--- config.mk ---
export PLATFORM = sky130hd
export DESIGN_NAME = lnk_phy_top
export DESIGN_NICKNAME = d
export VERILOG_FILES = /design/src/inc/lnk_pkg.sv /design/src/verilog/lnk_sam.sv /design/src/verilog/lnk_phy_top.sv
export VERILOG_INCLUDE_DIRS = /design/src /design/src/inc
export SDC_FILE = /design/constraint.sdc
export NUM_CORES = 1
export LEC_CHECK = 0
export BUFFER_PORTS_ARGS = -buffer_cell sky130_fd_sc_hd__buf_2
export CORE_ASPECT_RATIO = 0.6
export CORE_MARGIN = 1
export CORE_UTILIZATION = 35
export DETAILED_ROUTE_END_ITERATION = 12
export PLACE_DENSITY = 0.58
export SETUP_SLACK_MARGIN = 0.5
export SLEW_MARGIN = 5
export SYNTH_ARGS = -nofsm -noshare
export SYNTH_HDL_FRONTEND = slang
export SYNTH_HIERARCHICAL = 1
export SYNTH_SLANG_ARGS = --single-unit
export TNS_END_PERCENT = 30
--- constraint.sdc ---
create_clock -name clk -period 20.3 [get_ports clk]
set_input_delay 2.03 -clock clk [delete_from_list [all_inputs] [get_ports clk]]
set_output_delay 2.03 -clock clk [all_outputs]
set_load 0.05 [all_outputs]
--- src/inc/lnk_defines.svh ---
// Constants for the link transmit path and station address memory
`ifndef LNK_DEFINES_SVH
`define LNK_DEFINES_SVH

// Station address memory
`define LNK_ADDR_COUNT 12
`define LNK_ADDR_BITS 48
`define LNK_SAM_BASE 6'h10
`define LNK_WORD_USED_MSB 11

// Clock and bit timing, picoseconds
`define LNK_CLK_PS 8000
`define LNK_BIT_PS 100000
`define LNK_HALF_CYC (`LNK_BIT_PS / 2 / `LNK_CLK_PS)
`define LNK_SHAPE_MIN_PS 75000
`define LNK_SHAPE_MIN_CYC ((`LNK_SHAPE_MIN_PS + `LNK_CLK_PS - 1) / `LNK_CLK_PS)
`define LNK_CAR_IDLE_PS 150000
`define LNK_CAR_IDLE_CYC (`LNK_CAR_IDLE_PS / `LNK_CLK_PS)

// Carrier delay, nanoseconds
`define LNK_CAR_DELAY_NS 800
`define LNK_CAR_DELAY_CYC ((`LNK_CAR_DELAY_NS * 1000 + `LNK_CLK_PS - 1) / `LNK_CLK_PS)

// Interpacket gap, nanoseconds
`define LNK_IPG_NS 9600
`define LNK_IPG_CYC ((`LNK_IPG_NS * 1000 + `LNK_CLK_PS - 1) / `LNK_CLK_PS)

// Transmit buffer layout
`define LNK_TXB_STAT0 11'h000
`define LNK_TXB_COUNT 11'h001
`define LNK_TXB_FIRST 11'h002
`define LNK_TXB_LAST 11'h560
`define LNK_MAX_ATTEMPTS 5'h10

`endif

--- src/inc/lnk_pkg.sv ---
// Types for the link transmit path
package lnk_pkg;
  typedef logic [15:0] lnk_word_t;
  typedef enum logic [2:0] {
    TX_IDLE, TX_READ_CNT, TX_READ_DATA, TX_SEND, TX_WAIT_END, TX_WR_STAT0, TX_WR_STAT1
  } lnk_tx_state_t;
endpackage

--- src/verilog/lnk_sam.sv ---
// Bit-sliced station address memory
`timescale 1ns/1ps
`include "lnk_defines.svh"
module lnk_sam
  import lnk_pkg::*;
#(
  parameter int N_ADDR = `LNK_ADDR_COUNT,
  parameter int N_BITS = `LNK_ADDR_BITS
) (
  // Clock and reset
  input wire logic clk,
  input wire logic sys_rst,
  // Port write side
  input wire logic wr_en,
  input wire logic [5:0] wr_index,
  input wire lnk_word_t wr_data,
  // Receive state machine read side
  input wire logic [5:0] rd_index,
  output lnk_word_t rd_word
);
  initial begin
    if (N_ADDR < 1 || N_ADDR > 12 || N_BITS < 1 || N_BITS > 64) begin
      $error("lnk_sam: unsupported size");
    end
  end

  // one column per address
  logic [N_ADDR-1:0] mem [0:N_BITS-1];

  // reserved bits dropped on write
  always_ff @(posedge clk) begin
    if (wr_en && (int'(wr_index) < N_BITS)) begin
      mem[wr_index] <= wr_data[N_ADDR-1:0];
    end
  end

  // reserved bits read zero
  always_ff @(posedge clk or posedge sys_rst) begin
    if (sys_rst) begin
      rd_word <= 16'h0000;
    end else begin
      rd_word <= 16'h0000;
      if (int'(rd_index) < N_BITS) begin
        rd_word[N_ADDR-1:0] <= mem[rd_index];
      end
    end
  end
endmodule

--- src/verilog/lnk_phy_top.sv ---
// Link physical channel, station address memory and transmit buffer sequencing
`timescale 1ns/1ps
`include "lnk_defines.svh"
// Overview of operation
// Twelve 48-bit station addresses stored
// Write only with enable bit and strobe
// Word n holds bit n of each
// First memory word at select 20 octal
// Carrier on while any station transmits
// Carrier delayed by 800 ns
// Delayed and undelayed carrier fan out
// Collision flagged for any two transmitters
// Collision squelch ORed with receive squelch
// Collision double-synchronised to system clock
// Collision alerts transmit and retry logic
// Decoder yields data and recovered clock
// Encoder merges clock and shifter bit
// Transmit only after slot and gap
// Word 0 ignored, word 1 byte count
// Data words 2-1376, odd low byte last
// Status written on success or 16 failures
// Reserved address memory bits read zero
module lnk_phy_top
  import lnk_pkg::*;
(
  // Clock and reset
  input wire logic clk,
  input wire logic sys_rst,
  // Command register and link memory bus
  input wire logic station_address_memory_enable,
  input wire logic command_write_strobe,
  input wire logic [5:0] address_memory_select,
  input wire lnk_word_t lm_rdata,
  input wire logic lm_rvalid,
  output logic [10:0] lm_addr,
  output logic lm_rd,
  output logic lm_wr,
  output lnk_word_t lm_wdata,
  // Receive state machine address read
  input wire logic [5:0] sam_rd_index,
  output lnk_word_t address_bit_slice_word,
  // Transceiver pins
  input wire logic rx_line,
  input wire logic collision_in,
  output logic tx_line,
  output logic tx_drive,
  // Receive path
  output logic carrier_raw,
  output logic carrier_delayed,
  output logic rx_clk_en,
  output logic rx_data,
  output logic collision_detect,
  output logic retry_alert,
  // Transmit control
  input wire logic tx_request,
  input wire logic slot_time_expired,
  input wire logic jam_request,
  input wire logic tx_go,
  input wire logic frame_done,
  input wire logic attempt_failed,
  input wire lnk_word_t tx_stat0,
  input wire lnk_word_t tx_stat1,
  output logic tx_permit,
  output logic tx_busy
);
  localparam int HALF_CYC = `LNK_HALF_CYC;
  localparam int SHAPE_CYC = `LNK_SHAPE_MIN_CYC;
  localparam int IDLE_CYC = `LNK_CAR_IDLE_CYC;
  localparam int DLY_CYC = `LNK_CAR_DELAY_CYC;
  localparam int IPG_CYC = `LNK_IPG_CYC;

  initial begin
    if (HALF_CYC < 2 || SHAPE_CYC >= 2 * HALF_CYC || DLY_CYC < 2) begin
      $error("lnk_phy_top: clock too slow for bit timing");
    end
  end

  // Pin synchronisers
  logic rx_m;
  logic rx_s;
  logic rx_prev;
  logic col_m;
  logic col_s;

  always_ff @(posedge clk or posedge sys_rst) begin
    if (sys_rst) begin
      // Idle line is high, so no false edge after reset
      rx_m <= 1'b1;
      rx_s <= 1'b1;
      rx_prev <= 1'b1;
    end else begin
      rx_m <= rx_line;
      rx_s <= rx_m;
      rx_prev <= rx_s;
    end
  end

  // two-stage collision synchroniser
  always_ff @(posedge clk or posedge sys_rst) begin
    if (sys_rst) begin
      col_m <= 1'b0;
      col_s <= 1'b0;
    end else begin
      col_m <= collision_in;
      col_s <= col_m;
    end
  end

  // Station address memory write path
  logic sam_wr;
  logic [5:0] sam_index;

  // select counts from octal 20
  assign sam_index = address_memory_select - `LNK_SAM_BASE;
  // enable bit and strobe both needed
  assign sam_wr = station_address_memory_enable && command_write_strobe && (address_memory_select >= `LNK_SAM_BASE);

  // twelve 48-bit addresses
  lnk_sam #(
    .N_ADDR(`LNK_ADDR_COUNT),
    .N_BITS(`LNK_ADDR_BITS)
  ) u_sam (
    .clk(clk),
    .sys_rst(sys_rst),
    .wr_en(sam_wr),
    .wr_index(sam_index),
    .wr_data(lm_rdata),
    .rd_index(sam_rd_index),
    .rd_word(address_bit_slice_word)
  );

  // Manchester decoder and clock shaper
  logic [7:0] since_edge;
  logic [7:0] since_mid;
  logic rx_edge;

  assign rx_edge = rx_s ^ rx_prev;

  always_ff @(posedge clk or posedge sys_rst) begin
    if (sys_rst) begin
      since_edge <= 8'hff;
    end else if (rx_edge) begin
      since_edge <= 8'h00;
    end else if (since_edge != 8'hff) begin
      since_edge <= since_edge + 8'h01;
    end
  end

  // mid-bit edges give data and clock
  always_ff @(posedge clk or posedge sys_rst) begin
    if (sys_rst) begin
      since_mid <= 8'hff;
      rx_clk_en <= 1'b0;
      rx_data <= 1'b0;
    end else begin
      rx_clk_en <= 1'b0;
      if (since_mid != 8'hff) begin
        since_mid <= since_mid + 8'h01;
      end
      // Shaper ignores edges too soon after the last clock
      if (rx_edge && since_mid >= 8'(SHAPE_CYC)) begin
        since_mid <= 8'h00;
        rx_clk_en <= 1'b1;
        rx_data <= rx_s;
      end
    end
  end

  // Carrier sense and delay
  logic rx_squelch;
  logic [DLY_CYC-2:0] car_dly;

  assign rx_squelch = rx_edge || (since_edge < 8'(IDLE_CYC));

  // on while line transitions continue
  always_ff @(posedge clk or posedge sys_rst) begin
    if (sys_rst) begin
      carrier_raw <= 1'b0;
    end else begin
      // collision squelch ORed in
      carrier_raw <= rx_squelch | col_s;
    end
  end

  // 800 ns delay line
  always_ff @(posedge clk or posedge sys_rst) begin
    if (sys_rst) begin
      car_dly <= '0;
      carrier_delayed <= 1'b0;
    end else begin
      car_dly <= {car_dly[DLY_CYC-3:0], carrier_raw};
      // delayed copy for receive side
      carrier_delayed <= car_dly[DLY_CYC-2];
    end
  end

  // collision indication
  always_ff @(posedge clk or posedge sys_rst) begin
    if (sys_rst) begin
      collision_detect <= 1'b0;
      retry_alert <= 1'b0;
    end else begin
      collision_detect <= col_s;
      // one pulse per collision onset
      retry_alert <= col_s & ~collision_detect;
    end
  end

  // Interpacket gap counter on undelayed carrier
  logic [11:0] ipg_cnt;
  logic ipg_done;

  assign ipg_done = ipg_cnt == 12'(IPG_CYC);

  // undelayed carrier times the gap
  always_ff @(posedge clk or posedge sys_rst) begin
    if (sys_rst) begin
      ipg_cnt <= 12'(IPG_CYC);
    end else if (carrier_raw) begin
      ipg_cnt <= 12'h000;
    end else if (!ipg_done) begin
      ipg_cnt <= ipg_cnt + 12'h001;
    end
  end

  // slot and gap gate transmit enable
  always_ff @(posedge clk or posedge sys_rst) begin
    if (sys_rst) begin
      tx_permit <= 1'b0;
    end else begin
      tx_permit <= jam_request | (tx_request & slot_time_expired & ipg_done);
    end
  end

  // Half-bit timing for the encoder
  logic [4:0] half_cnt;
  logic half_en;
  logic phase;
  logic bit_start;

  assign half_en = half_cnt == 5'(HALF_CYC - 1);
  assign bit_start = half_en & ~phase;

  always_ff @(posedge clk or posedge sys_rst) begin
    if (sys_rst) begin
      half_cnt <= 5'h00;
      phase <= 1'b0;
    end else if (half_en) begin
      half_cnt <= 5'h00;
      phase <= ~phase;
    end else begin
      half_cnt <= half_cnt + 5'h01;
    end
  end

  // Transmit buffer sequencer
  lnk_tx_state_t state;
  logic [11:0] tx_byte_count;
  logic [15:0] word;
  logic [7:0] shreg;
  logic [2:0] bit_idx;
  logic hi_byte;
  logic [4:0] attempts;
  logic cur_bit;
  logic jam_bit;

  // Memory must answer within half a bit time or tx_drive drops until it does
  always_ff @(posedge clk or posedge sys_rst) begin
    if (sys_rst) begin
      state <= TX_IDLE;
      lm_addr <= 11'h000;
      lm_rd <= 1'b0;
      lm_wr <= 1'b0;
      lm_wdata <= 16'h0000;
      tx_byte_count <= 12'h000;
      word <= 16'h0000;
      shreg <= 8'h00;
      bit_idx <= 3'h0;
      hi_byte <= 1'b0;
      attempts <= 5'h00;
      cur_bit <= 1'b0;
      tx_busy <= 1'b0;
    end else begin
      lm_rd <= 1'b0;
      lm_wr <= 1'b0;
      tx_busy <= state != TX_IDLE;
      case (state)
        TX_IDLE: begin
          if (tx_go) begin
            // word 0 skipped, count from word 1
            lm_addr <= `LNK_TXB_COUNT;
            lm_rd <= 1'b1;
            state <= TX_READ_CNT;
          end
        end
        TX_READ_CNT: begin
          if (lm_rvalid) begin
            // byte count in bits 11 to 0
            tx_byte_count <= lm_rdata[11:0];
            lm_addr <= `LNK_TXB_FIRST;
            lm_rd <= lm_rdata[11:0] != 12'h000;
            state <= (lm_rdata[11:0] != 12'h000) ? TX_READ_DATA : TX_WAIT_END;
          end
        end
        TX_READ_DATA: begin
          if (lm_rvalid) begin
            word <= lm_rdata;
            // low byte goes first, so an odd tail is the low byte
            shreg <= lm_rdata[7:0];
            hi_byte <= 1'b0;
            bit_idx <= 3'h0;
            state <= TX_SEND;
          end
        end
        TX_SEND: begin
          if (bit_start) begin
            cur_bit <= shreg[0];
            shreg <= {1'b0, shreg[7:1]};
            bit_idx <= bit_idx + 3'h1;
            if (bit_idx == 3'h7) begin
              tx_byte_count <= tx_byte_count - 12'h001;
              if (tx_byte_count == 12'h001) begin
                state <= TX_WAIT_END;
              end else if (!hi_byte) begin
                shreg <= word[15:8];
                hi_byte <= 1'b1;
              end else if (lm_addr != `LNK_TXB_LAST) begin
                // data words end at 1376
                lm_addr <= lm_addr + 11'h001;
                lm_rd <= 1'b1;
                state <= TX_READ_DATA;
              end else begin
                state <= TX_WAIT_END;
              end
            end
          end
        end
        TX_WAIT_END: begin
          if (frame_done) begin
            state <= TX_WR_STAT0;
          end
        end
        TX_WR_STAT0: begin
          lm_addr <= `LNK_TXB_STAT0;
          lm_wdata <= tx_stat0;
          lm_wr <= 1'b1;
          state <= TX_WR_STAT1;
        end
        TX_WR_STAT1: begin
          lm_addr <= `LNK_TXB_COUNT;
          lm_wdata <= tx_stat1;
          lm_wr <= 1'b1;
          attempts <= 5'h00;
          state <= TX_IDLE;
        end
        default: begin
          state <= TX_IDLE;
        end
      endcase
      // status after sixteen failed attempts
      if (attempt_failed && state != TX_WR_STAT0 && state != TX_WR_STAT1 && state != TX_IDLE) begin
        attempts <= attempts + 5'h01;
        state <= (attempts + 5'h01 == `LNK_MAX_ATTEMPTS) ? TX_WR_STAT0 : TX_IDLE;
      end
    end
  end

  // Jam pattern alternates per bit
  always_ff @(posedge clk or posedge sys_rst) begin
    if (sys_rst) begin
      jam_bit <= 1'b0;
    end else if (bit_start) begin
      jam_bit <= ~jam_bit;
    end
  end

  // Manchester encoder, inverted then true half
  always_ff @(posedge clk or posedge sys_rst) begin
    if (sys_rst) begin
      tx_line <= 1'b0;
      tx_drive <= 1'b0;
    end else if (half_en) begin
      tx_drive <= jam_request | (state == TX_SEND);
      if (jam_request) begin
        tx_line <= phase ? ~jam_bit : jam_bit;
      end else if (state == TX_SEND) begin
        tx_line <= phase ? cur_bit : ~cur_bit;
      end else begin
        tx_line <= 1'b0;
      end
    end
  end
endmodule

# After elaboration in Yosys (flattened, before gate mapping)
# Memory sizes are Yosys's and may differ from the RTL's.
# Cells that the tools add are included.
dict set report word_totals {
  register_bits 239
  ram_bits 576
  inputBits 73
  output_inout_bits 55
  wordCells 186
  mem_count 1
}
dict set report op_classes {
  addsub 9
  order_cmp 5
  n_eq_ne 32
  muxes 66
  bitwise 12
  reduce_logical 26
}
# name depth width rd rd_ports_with_merged_regs wr line_no
set memory_table {}
lappend memory_table {u_sam.mem 48 12 1 0 1 lnk_sam.sv:28} ;# logic [N_ADDR-1:0] mem [0:N_BITS-1];
# cell count
set ops {}
lappend ops {{11-bit two-way mux} 7}
lappend ops {{12-bit two-way mux} 6}
lappend ops {{8-bit two-way mux} 9}
lappend ops {{11-bit one-hot mux with 5 select lines} 1}
lappend ops {{3-bit two-way mux} 14}
lappend ops {{16-bit one-hot mux with 2 select lines} 1}
lappend ops {{3-bit inequality test, second input constant} 8}
lappend ops {{12-bit one-hot mux with 2 select lines} 1}
lappend ops {{1-bit two-way mux} 19}
lappend ops {{2-bit inequality test, second input constant} 9}
lappend ops {{3-bit one-hot mux with 6 select lines} 1}
lappend ops {{8-bit by 1-bit adder with 8-bit output, second input constant} 2}
lappend ops {{8-bit inequality test, second input constant} 2}
lappend ops {{8-bit one-hot mux with 2 select lines} 1}
lappend ops {{5-bit two-way mux} 3}
lappend ops {{12-bit by 1-bit adder with 12-bit output, second input constant} 1}
lappend ops {{12-bit by 1-bit == test with 1-bit output, second input constant} 1}
lappend ops {{12-bit by 11-bit == test with 1-bit output, second input constant} 1}
lappend ops {{3-bit == test, second input constant} 4}
lappend ops {{6-bit less-than comparator, second input constant} 2}
lappend ops {{12-bit nonzero test} 1}
lappend ops {{2-bit nonzero test} 6}
lappend ops {{12-bit by 1-bit subtractor with 12-bit output, second input constant} 1}
lappend ops {{11-bit by 1-bit adder with 11-bit output, second input constant} 1}
lappend ops {{31 further kinds} 48}

# Depth between registers and ports, before layout
# Gate-level depths: netlist (run 1).
dict set report depth {
  word_depth 8
  ltp_mapped 9
  mapped_depth_nobuf 7
}

# Hierarchy
# The synthesis (run 1) kept the hierarchy.
# module n_inst cells_per_inst area_per_inst_um2 seq_area_each_um2
set modules_own_cells {}
lappend modules_own_cells {lnk_sam 1 1013 22670.5 17596.9}
lappend modules_own_cells {lnk_phy_top 1 733 8705.8 5509.0}

# Least setup slack after synthesis (run 1)
# Ideal clock, no wire load.
dict set report synth_timing {
  kind {input to register}
  from {input port address_memory_select[4]}
  to {memory u_sam/mem[24][0] (netlist name), enable pin}
  setup_ps 413
  t_arrival_ps 4132
  required_time_ps 19887
  slack_ps 15755
  stages 6
  n_path_buf 1
  cell_sequence {inv_1 ha_1 inv_1 clkbuf_1 nand4b_1 nor4_1}
}
dict set report synth_between {
  elab_chain_cells 5
  word_cells_on_any_way 7
  cone_classes {add/sub: 1; order compare: 2; mux: 2; reduce/logical: 2}
}
# item line_no
set synth_rtl {}
lappend synth_rtl {{from (decl)} lnk_phy_top.sv:32} ;# input wire logic [5:0] address_memory_select,
lappend synth_rtl {{6-bit by 5-bit subtractor with 6-bit output (no line) (*)} -}
lappend synth_rtl {{via sam_index[5]} lnk_phy_top.sv:111} ;# logic [5:0] sam_index;
lappend synth_rtl {{6-bit less-than comparator} lnk_sam.sv:32} ;# if (wr_en && (int'(wr_index) < N_BITS)) begin
lappend synth_rtl {{1-bit logical AND} lnk_sam.sv:32}
lappend synth_rtl {{1-bit two-way mux} lnk_sam.sv:32}
lappend synth_rtl {{1-bit two-way mux (not written as such)} lnk_sam.sv:33} ;# mem[wr_index] <= wr_data[N_ADDR-1:0];
lappend synth_rtl {{to (decl)} lnk_sam.sv:28}
# Mark *: on every way through the listed nets, which the timed path passes. The rest lies on a longest branch.

# Final worst setup path (run 1)
dict set report layout_timing {
  from {input port sam_rd_index[0]}
  to {register u_sam.rd_word[11]}
}
dict set report layout_between {
  elab_chain_cells 2
  word_cells_on_any_way 3
  cone_classes {order compare: 1; mux: 1; memory: 1}
}
# item line_no
set layout_rtl {}
lappend layout_rtl {{from (decl)} lnk_phy_top.sv:40} ;# input wire logic [5:0] sam_rd_index,
lappend layout_rtl {{memory read 48 x 12 bit or 6-bit less-than comparator (tied branches)} -}
lappend layout_rtl {{12-bit two-way mux (*)} lnk_sam.sv:43} ;# if (int'(rd_index) < N_BITS) begin
lappend layout_rtl {{to (signal, indexed assignment)} lnk_sam.sv:44} ;# rd_word[N_ADDR-1:0] <= mem[rd_index];
lappend layout_rtl {{to (decl)} lnk_sam.sv:19} ;# output lnk_word_t rd_word
# Every way passes the cells marked *; elsewhere a longest branch is shown, timed or not.
# A chain may end at the register's enable or synchronous reset.

==> results by stage, run 1 <==
Clock network:
- TritonCTS built the clock tree.
- The tree is rooted in a sky130_fd_sc_hd__clkbuf_16.
- The clock network latency to the later pin of the worst-skew pair is 650 ps.
- After clock tree synthesis, the clock-pin slew on the worst setup and hold paths is 70 ps.
- The post-cts gate resize count is 0.
- The clock sink total is 807.
- The total CTS buffers is 76.
- In this run the deepest clock path goes through 3 buffers.
- Once the clock tree was built, the setup fixing pass inserted 0 buffers.
- The clock tree synthesis step divided the H-tree into 3 levels.
- The number of buffers inserted by hold repair at cts is 0.

Timing:
- Setup repair after global routing left no endpoint under its margin.
- The post-route fraction of the period consumed by the critical path is 21.71%.
- The final-report max-slew violation count is 0.
- The clock skew after layout is 25.15 ps.
- For the pin with the worst max-slew slack, the measured transition is 1240 ps.
- The final number of setup-violating endpoints is 0.
- The final number of hold-violating endpoints is 0.
- The final hold slack is 336.7 ps.
- The total negative slack for setup checks is 0 ps.
- The timing-limited maximum frequency is 226.9 MHz.
- The shortest clock period the worst path allows after layout is 4407 ps.
- The relative slew slack is 17.22%.

GRT:
- The first global-routing pass estimated 113600 um of wire.
- The via count of the first global-routing pass is 17010.
- The pin count of the biggest net entering global routing is 80.
- The global routing usage summed across all routing layers is 17.05%.
- The total overflow left after global routing is 0.
- The initial antenna violation count is 1.

Synthesis:
- The number of enable flip-flop cells after synthesis is between 500 and 600.
- The share of flip-flops with an asynchronous set or reset after synthesis is between 20 and 30%.
- The number of register bits inferred by synthesis is 807.
- The most frequent cell after synthesis is sky130_fd_sc_hd__edfxtp_1.
- Of the synthesized area, sequential elements account for 73.64%.
- By area the synthesized netlist is led by sky130_fd_sc_hd__edfxtp_1 55%, sky130_fd_sc_hd__dfrtp_1 17%, sky130_fd_sc_hd__mux4_2 11%.
- The area of the mapped netlist is roughly 31000 um^2.
- The main flop type after synthesis is sky130_fd_sc_hd__edfxtp_1.
- The Yosys step of the flow raised 6 warnings.
- Ranked by instance count, the synthesized netlist is headed by 576 x sky130_fd_sc_hd__edfxtp_1, 208 x sky130_fd_sc_hd__dfrtp_1, 160 x sky130_fd_sc_hd__mux4_2, 134 x sky130_fd_sc_hd__nor2_1, 107 x sky130_fd_sc_hd__nand2_1.
- After synthesis, the largest area contributor takes up 55.13% of total cell area.
- The cell type contributing the most total cell area after synthesis is sky130_fd_sc_hd__edfxtp_1.
- The number of different library cells used by synthesis comes to 81.
- The average size of a mapped cell is between 15 and 20 um^2.
- The post-synthesis cell count is roughly 1700.

Hold path:
- The tightest min-delay check is of the flip-flop to flip-flop type.

Power and ir drop:
- Of the total power, the share spent switching nets is a little over a quarter.
- In this run the power spent charging and discharging nets is between 1 and 1.5 mW.
- The proportion of power drawn by the clock network is 38.2%.
- The worst vdd rail ir drop is 0.06305 mV.
- The share of total power in combinational logic is 12.9%.
- For this design the static power due to leakage is 12.60 nW.
- The power density over the cells is 108.4 nW/um^2.
- The internal portion of total power is 2.886 mW.
- Registers are responsible for 48.8% of the overall power.

Floorplanning:
- The die is 388.5 um wide.
- The die covers 90890 um^2.
- The die outline height is 233.9 um.
- The number of top-level pins is 128.
- The core footprint is 88180 um^2.
- The row count is 84.
- The starting utilization of the core area is roughly 36%.

Setup path:
- Data arrives at the worst endpoint at 4910 ps.
- Tracing the worst setup path back leads to its startpoint at sam_rd_index[0].
- The worst reg2reg path startpoint is state[1]$_DFFE_PP0P_.
- On the worst path, the slowest cell contributes a delay of 790 ps.
- The standard cell with the maximum stage delay on the critical path is sky130_fd_sc_hd__buf_4.
- The setup path with the least slack is of type input pin to flip-flop.
- The critical path launch point type is an input pin.
- The depth of the worst register-to-register path is 5.
- The critical path goes through buf_8, buf_4, mux4_2, mux4_2, a22oi_1, nand3_1.
- The most numerous cell type found on the critical path is sky130_fd_sc_hd__mux4_2.
- STA puts the critical path data required time at about 21000 ps.
- The capturing instance or port of the critical path is u_sam/rd_word[11]$_DFF_PP0_.
- The endpoint of the worst-slack reg-to-reg timing path is lm_addr[7]$_DFFE_PP0P_.
- Of all nets on the critical path, the largest fanout is 53.
- The slack of the worst reg-to-reg path is 17370 ps.
- STA classifies the critical path endpoint as a flip-flop.

Detailed routing:
- Using the TritonRoute via totals, the vias-per-cell ratio works out to 5.437.
- After detailed routing, the number of remaining DRC violations is 0.
- In the final routed layout, each cell accounts on average for 24.37 um.
- The remaining antenna violation count after routing is 0.
- For this block, the via count after detailed routing is ~17000.
- For this block, the initial DRC count from the detailed router was 1998.
- For this block, the routed nets add up to 76590 um of wire.
- The first TritonRoute pass finished after 5 iterations.

Outcome:
- The flow ran to the end, and the final reports show no timing, DRC or antenna violations.

Placed design:
- The congestion estimate from routability-driven global placement came to 0.8128.
- The quantity of I/O buffers inserted on ports is approximately 120.
- The cell area after placement is 33480 um^2.
- Once placement completed, the tool counted placed cells totaling approximately 3000.
- The placed wire-length estimate after detailed placement is between 40000 and 50000 um.

Layout:
- The finished cells cover 36130 um^2.
- The finished layout holds 3143 standard cells, fillers aside.
- The layout cell share with drive strength beyond 1 is a little over a quarter.
- The number of antenna diodes in the final layout is 0.
- The layout-stage area growth over the synthesis result is 15.15%.
- The filler cells instantiated in the layout total about 8000.
- The layout net count is 2007.

Flow run:
- The max-cap check violation count is 0.
## power by group through the flow
stage               registers [mW]  logic (mW)  clock network [mW]
floorplan                     2.01       0.301                   0
global placement              1.94       0.494                   0
detailed placement            1.95       0.508                   0
CTS                           1.91       0.508                1.54
global route                  1.92       0.552                1.60
finish                        1.91       0.506                1.50
## registers in the layout, summed over array words and instances, names as in the netlist, 5 cells and up
signal,cells
car_dly,99
attempts,5
half_cnt,5
u_sam/rd_word,12
shreg,8
since_edge,8
ipg_cnt,12
lm_wdata,16
lm_addr,11
word,8
tx_byte_count,12
u_sam/mem,576
since_mid,8
## placed cells by master, fill, tap and decap left out, types with 12 or more instances in the layout
master,n
sky130_fd_sc_hd__nor3_1,27
sky130_fd_sc_hd__o31ai_1,16
sky130_fd_sc_hd__dfrtp_1,208
sky130_fd_sc_hd__nand2_1,107
sky130_fd_sc_hd__mux4_2,160
sky130_fd_sc_hd__clkbuf_1,17
sky130_fd_sc_hd__xor2_1,20
sky130_fd_sc_hd__nor2_2,24
sky130_fd_sc_hd__mux2_2,12
sky130_fd_sc_hd__ha_1,15
sky130_fd_sc_hd__edfxtp_1,576
sky130_fd_sc_hd__a21oi_1,28
sky130_fd_sc_hd__clkinv_1,13
sky130_fd_sc_hd__nand3b_1,13
sky130_fd_sc_hd__and3_1,13
sky130_fd_sc_hd__nor2_1,111
sky130_fd_sc_hd__o21ai_0,47
sky130_fd_sc_hd__buf_4,53
sky130_fd_sc_hd__clkbuf_16,80
sky130_fd_sc_hd__buf_2,120
sky130_fd_sc_hd__nand3_1,33
sky130_fd_sc_hd__mux2i_1,42
sky130_fd_sc_hd__o22ai_1,12
sky130_fd_sc_hd__inv_1,20
sky130_fd_sc_hd__dfstp_2,23
## cell families (layout without fill, tap and decap cells)
| group | after synthesis | count (layout) | synth area share [%] |
|---|---|---|---|
| DFF | 807 | 807 | 73.64 |
| and+or+nand+nor | 397 | 397 | 6.097 |
| muxes | 215 | 215 | 13.30 |
| AOI/OAI and AO/OA | 179 | 179 | 3.864 |
| buffers and inverters | 104 | 337 | 1.703 |
| xor gates and xnor gates | 28 | 28 | 0.7816 |
| adders and majority gates | 15 | 15 | 0.5982 |
| other | 1 | 4 | 0.01195 |
## how the worst min path moves through the flow
stage	from	endpoint	cells past startpoint
6_report	car_dly[25]$_DFF_PP0_	car_dly[26]$_DFF_PP0_	0
4_1_cts	car_dly[25]$_DFF_PP0_	car_dly[26]$_DFF_PP0_	0
2_1_floorplan	car_dly[9]$_DFF_PP0_	car_dly[10]$_DFF_PP0_	0
5_1_grt	car_dly[25]$_DFF_PP0_	car_dly[26]$_DFF_PP0_	0
3_5_place_dp	car_dly[37]$_DFF_PP0_	car_dly[38]$_DFF_PP0_	0
3_3_place_gp	col_m$_DFF_PP0_	col_s$_DFF_PP0_	0
## layout make-up
cell class | instances | area (um^2) | share of cell area (%)
clock buffers | 101 | 2121 | 5.870
clock inverters | 40 | 525.5 | 1.454
inverters | 22 | 90.09 | 0.2493
multi-input cells | 838 | 7823 | 21.65
flip-flops and latches | 807 | 23110 | 63.95
well taps | 1161 | 1453 | 4.020
repair buffers | 174 | 1013 | 2.805
## per-stage QoR
step                util [%]  total power [mW]  setup slack [ps]
floorplan                  -             2.313             12320
global placement       37.97             2.434             15190
detailed placement     37.97             2.453             15140
CTS                    40.97             3.961             15850
global route           40.97             4.072             15640
finish                 40.97             3.917             15890
## worst max-delay path: cells and delay by family
family,cells,cell delay (ps)
muxes,2,1100
and+or+nand+nor,1,110
buffers and inverters,2,1250
AOI/OAI and AO/OA,1,320
## per-layer routing
metal  part of all wire [%]  GRT usage (%)
met1                     47          25.99
met3                    9.3          4.947
met4                    1.5          3.730
met2                     42          23.92
met5                      0              0
(Power assumes the default switching activity.)
==> inputs of run 2 (changes only) <==
Settings changed: ABC_AREA set to 1.
Clock period 20.3 ns to 4.5 ns, I/O delays scaled along.
==> results by stage, run 2 <==
Setup path:
- The data required time of the worst path is about 4800 ps.
- Among cell families on the critical path, the largest total delay comes from simple AND/OR/NAND/NOR gates.
- Together, buffers and inverters on the worst path number 2.
- For this design, the slowest cell found on the critical path is sky130_fd_sc_hd__nor2_1.
- The critical path launch point type is an input pin.
- The top fanout value on the critical path is 12.
- The worst stage delay on the critical path is 930 ps.
- The kind of end point of the critical path is a flip-flop.
- Traced cell by cell, the critical path runs through buf_2, inv_1, ha_1, nor2_1, a21boi_1, nand2_1, nor2_1.
- The class of the most critical setup path is input pin to flip-flop.
- Data on the critical path arrives at its endpoint at around 3000 ps.
- In this design, the critical path's most frequently occurring cell is sky130_fd_sc_hd__nor2_1.

Timing:
- The clock skew after layout is ~32 ps.
- The worst path uses 60.05% of the clock period.
- For the final routed database, the setup TNS stands at 0 ps.
- Setup repair after global routing left no endpoint under its margin.
- For the pin with the worst max-slew slack, the measured transition is between 1000 and 1500 ps.
- The final-report max-slew violation count is 0.
- The final number of hold-violating endpoints is 0.
- The shortest clock period the worst path allows after layout is 2702 ps.
- The final hold slack is about 33 ps.
- The relative slew slack is 21.85%.
- The minimum setup slack in the final design is 1798 ps.
- Based on the critical path, the design can be clocked at up to 370.1 MHz.
- Setup violations remaining at the end of the flow were counted as 0.

Synthesis:
- The count of unique library cells instantiated by Yosys is 44.
- The most frequent cell after synthesis is sky130_fd_sc_hd__nand2_1.
- The average size of a mapped cell is about 11 um^2.
- After synthesis, the cell types taking the most area are sky130_fd_sc_hd__edfxtp_1 52%, sky130_fd_sc_hd__dfrtp_1 16%, sky130_fd_sc_hd__nand2_1 10%.
- The Yosys step of the flow raised 6 warnings.
- The fraction of the mapped netlist area in compound gates is 4.381%.
- The synthesized netlist devotes 0.5641% of its cell area to adder and majority cells.
- Measured against the total synthesized area, the mux share comes to 0.03384%.
- The number of enable flip-flop cells after synthesis is 576.
- The sequential share of the synthesized area is 69.45%.
- After synthesis the netlist holds a flip-flop and latch count of 807.
- The largest family of logic cells by synthesized area is simple AND/OR/NAND/NOR gates.
- The post-synthesis cell count is between 3000 and 4000.
- The synthesized-area fraction occupied by and/or/nand/nor cells is 19.49%.
- The xor-xnor portion of the synthesized cell area is 0.5791%.
- By count the netlist is led by 896 x sky130_fd_sc_hd__nand2_1, 576 x sky130_fd_sc_hd__edfxtp_1, 375 x sky130_fd_sc_hd__nand3_1, 249 x sky130_fd_sc_hd__inv_1, 220 x sky130_fd_sc_hd__nor2_1.
- The share of flip-flops with an asynchronous set or reset after synthesis is 28.62%.
- After synthesis the cells add up to 33270 um^2.
- The share of Yosys cell area claimed by the top area cell type is between 50% and 60%.
- For this run, the leading register cell type out of synthesis is sky130_fd_sc_hd__edfxtp_1.
- The cell type contributing the most total cell area after synthesis is sky130_fd_sc_hd__edfxtp_1.

Detailed routing:
- The first detailed-routing pass ran for 9 iterations.
- Once detail routing completed, the nets flagged for antenna violations numbered 0.
- In this run, the number of DRC markers left after iteration 0 of detailed routing was ~2700.
- After detailed routing, the number of remaining DRC violations is 4.
- The via count normalized by instance count is 4.972.
- Dividing the detail-routed wire length by the instance count gives 20.17 um.
- The count of vias placed by the detailed router is 22530.
- The routed design has around 91000 um of wire.

Floorplanning:
- The total area inside the core boundary comes to ~94000 um^2.
- The starting utilization of the core area is 35.38%.
- The row count is 87.
- The floorplan step set the die height to 240.8 um.
- The floorplan step defined a die boundary enclosing 96340 um^2.
- In this run the count of I/O pins placed on the die edge is 128.
- The die is around 400 um wide.

GRT:
- The via count of the first global-routing pass was 20480.
- The first global-routing pass estimated between 100000 and 150000 um of wire.
- The total global routing overflow is 0.
- The initial antenna violation count is 5.
- Global routing used a little under a fifth of the available tracks.
- Entering global routing, the biggest net connects 156 pins.

Layout:
- Leaving out fill and tap cells, the most frequent cell in the layout is sky130_fd_sc_hd__nand2_1.
- In the layout the commonest cells are 896 x sky130_fd_sc_hd__nand2_1, 576 x sky130_fd_sc_hd__edfxtp_1, 375 x sky130_fd_sc_hd__nand3_1, 248 x sky130_fd_sc_hd__inv_1, 220 x sky130_fd_sc_hd__nor2_1.
- The layout cell share with drive strength beyond 1 is 11.02%.
- The largest register by flop count is u_sam/mem.
- The largest registers in the layout are u_sam/mem x576, car_dly x99, lm_wdata x16.
- The register with the most flip-flops in the layout has 576 of them.
- Relative to the synthesized area, the layout overhead comes to 14.09%.
- The layout net count is 3311.

Flow run:
- Across the run, the number of max-cap violations was 0.

Hold path:
- The worst hold path belongs to the class input pin to flip-flop.

Placed design:
- Summed over all nets, the half-perimeter wirelength after detailed placement is 56130 um.
- The quantity of I/O buffers inserted on ports is 123.
- At the end of routability-driven placement, the weighted congestion stood at between 0.9 and 1.
- The worst slack at placement is around 1200 ps.

Clock network:
- CTS built an H-tree with a depth of 3.
- The clock network latency to the later pin of the worst-skew pair is 680 ps.
- The total CTS buffers is 79.
- Buffers added to address setup during post-CTS repair amount to 0.
- The clock sink total is 807.
- The clock transition time at the flip-flop clock pins of the worst setup and hold paths is 60 ps.
- Counting along the longest clock path gives a buffer depth of 3.
- TritonCTS built the clock tree.
- The buffer type at the clock tree root is sky130_fd_sc_hd__clkbuf_16.

Outcome:
- The flow ran to the end, but the final reports show violations.
- The checks that failed: design-rule violations.

Power and ir drop:
- For this design the ratio of total power to cell area is 462.5 nW/um^2.
- The leakage power is between 15 and 20 nW.
- Across the VDD grid, the largest voltage drop is 0.2659 mV.
run 2: per-stage QoR:
stage | total power, mW | instance area, um^2 | cells | utilization [%]
2_1_floorplan | 10.33 | 33290 | 3073 | -
3_3_place_gp | 11.04 | 35220 | 4369 | 37.44
3_5_place_dp | 11.07 | 35220 | 4369 | 37.44
4_1_cts | 17.69 | 37960 | 4530 | 40.36
5_1_grt | 18.31 | 37960 | 4531 | 40.36
6_report | 17.56 | 37960 | 4532 | 40.36
run 2: power by group:
group          internal, mW  switching (mW)
logic                 0.612            1.80
clock network          3.62            2.99
registers              8.32           0.224
run 2: layer usage:
| metal | global-route usage (%) | share of wire [%] | vias to the layer above |
|---|---|---|---|
| met5 | 0 | 0 | - |
| met4 | 4.540 | 1.6 | 0 |
| met3 | 7.075 | 12 | 116 |
| met2 | 23.24 | 38 | 874 |
| met1 | 30.36 | 48 | 10960 |
| li1 | - | - | 10590 |
run 2: cell families after synthesis:
logic type                 count (synthesis)
AOI/OAI and AO/OA                        265
xor gates and xnor gates                  22
adders and majority gates                 15
buffers and inverters                    403
DFF                                      807
muxes                                      1
other                                      1
and+or+nand+nor                         1556
run 2: path summary, 6_finish.rpt:
path | startpoint | endpoint | slack, ps | cells after the start
setup / recovery | address_memory_select[4] | u_sam/mem[40][0]$_DFFE_PP_ | 1800 | 7
hold / removal | tx_stat1[9] | lm_wdata[9]$_DFFE_PP0P_ | 30 | 3
setup reg to reg | state[2]$_DFFE_PP0P_ | tx_byte_count[9]$_DFFE_PP0P_ | 1820 | 10
hold reg to reg | car_dly[95]$_DFF_PP0_ | car_dly[96]$_DFF_PP0_ | 330 | 0
max in group asynchronous | sys_rst | carrier_raw$_DFF_PP0_ | 3070 | 4
min in group asynchronous | sys_rst | u_sam/rd_word[0]$_DFF_PP0_ | 460 | 3
run 2: area by class of cell:
type	count	area, um^2
flip-flops and latches	807	23110
multi-input cells	1863	8349
well taps	1246	1559
repair buffers	210	1391
fillers	9062	56090
inverters	262	999.7
diodes	2	5.005
clock buffers	96	2103
clock inverters	46	446.7
run 2: timing repair:
item	CTS	global route
resized for setup	0	0
endpoints found under the hold margin	29	0
hold buffers	19	0
run 2: worst reg2reg max path, cell delays in order (launching register included):
cell,delay (ps)
sky130_fd_sc_hd__dfrtp_1,610
sky130_fd_sc_hd__inv_4,90
sky130_fd_sc_hd__nand2_4,110
sky130_fd_sc_hd__nor2_4,40
sky130_fd_sc_hd__buf_4,250
sky130_fd_sc_hd__nand2_1,130
sky130_fd_sc_hd__inv_2,80
sky130_fd_sc_hd__nor2_2,590
sky130_fd_sc_hd__inv_1,340
sky130_fd_sc_hd__o21ai_0,250
sky130_fd_sc_hd__nand2_1,70
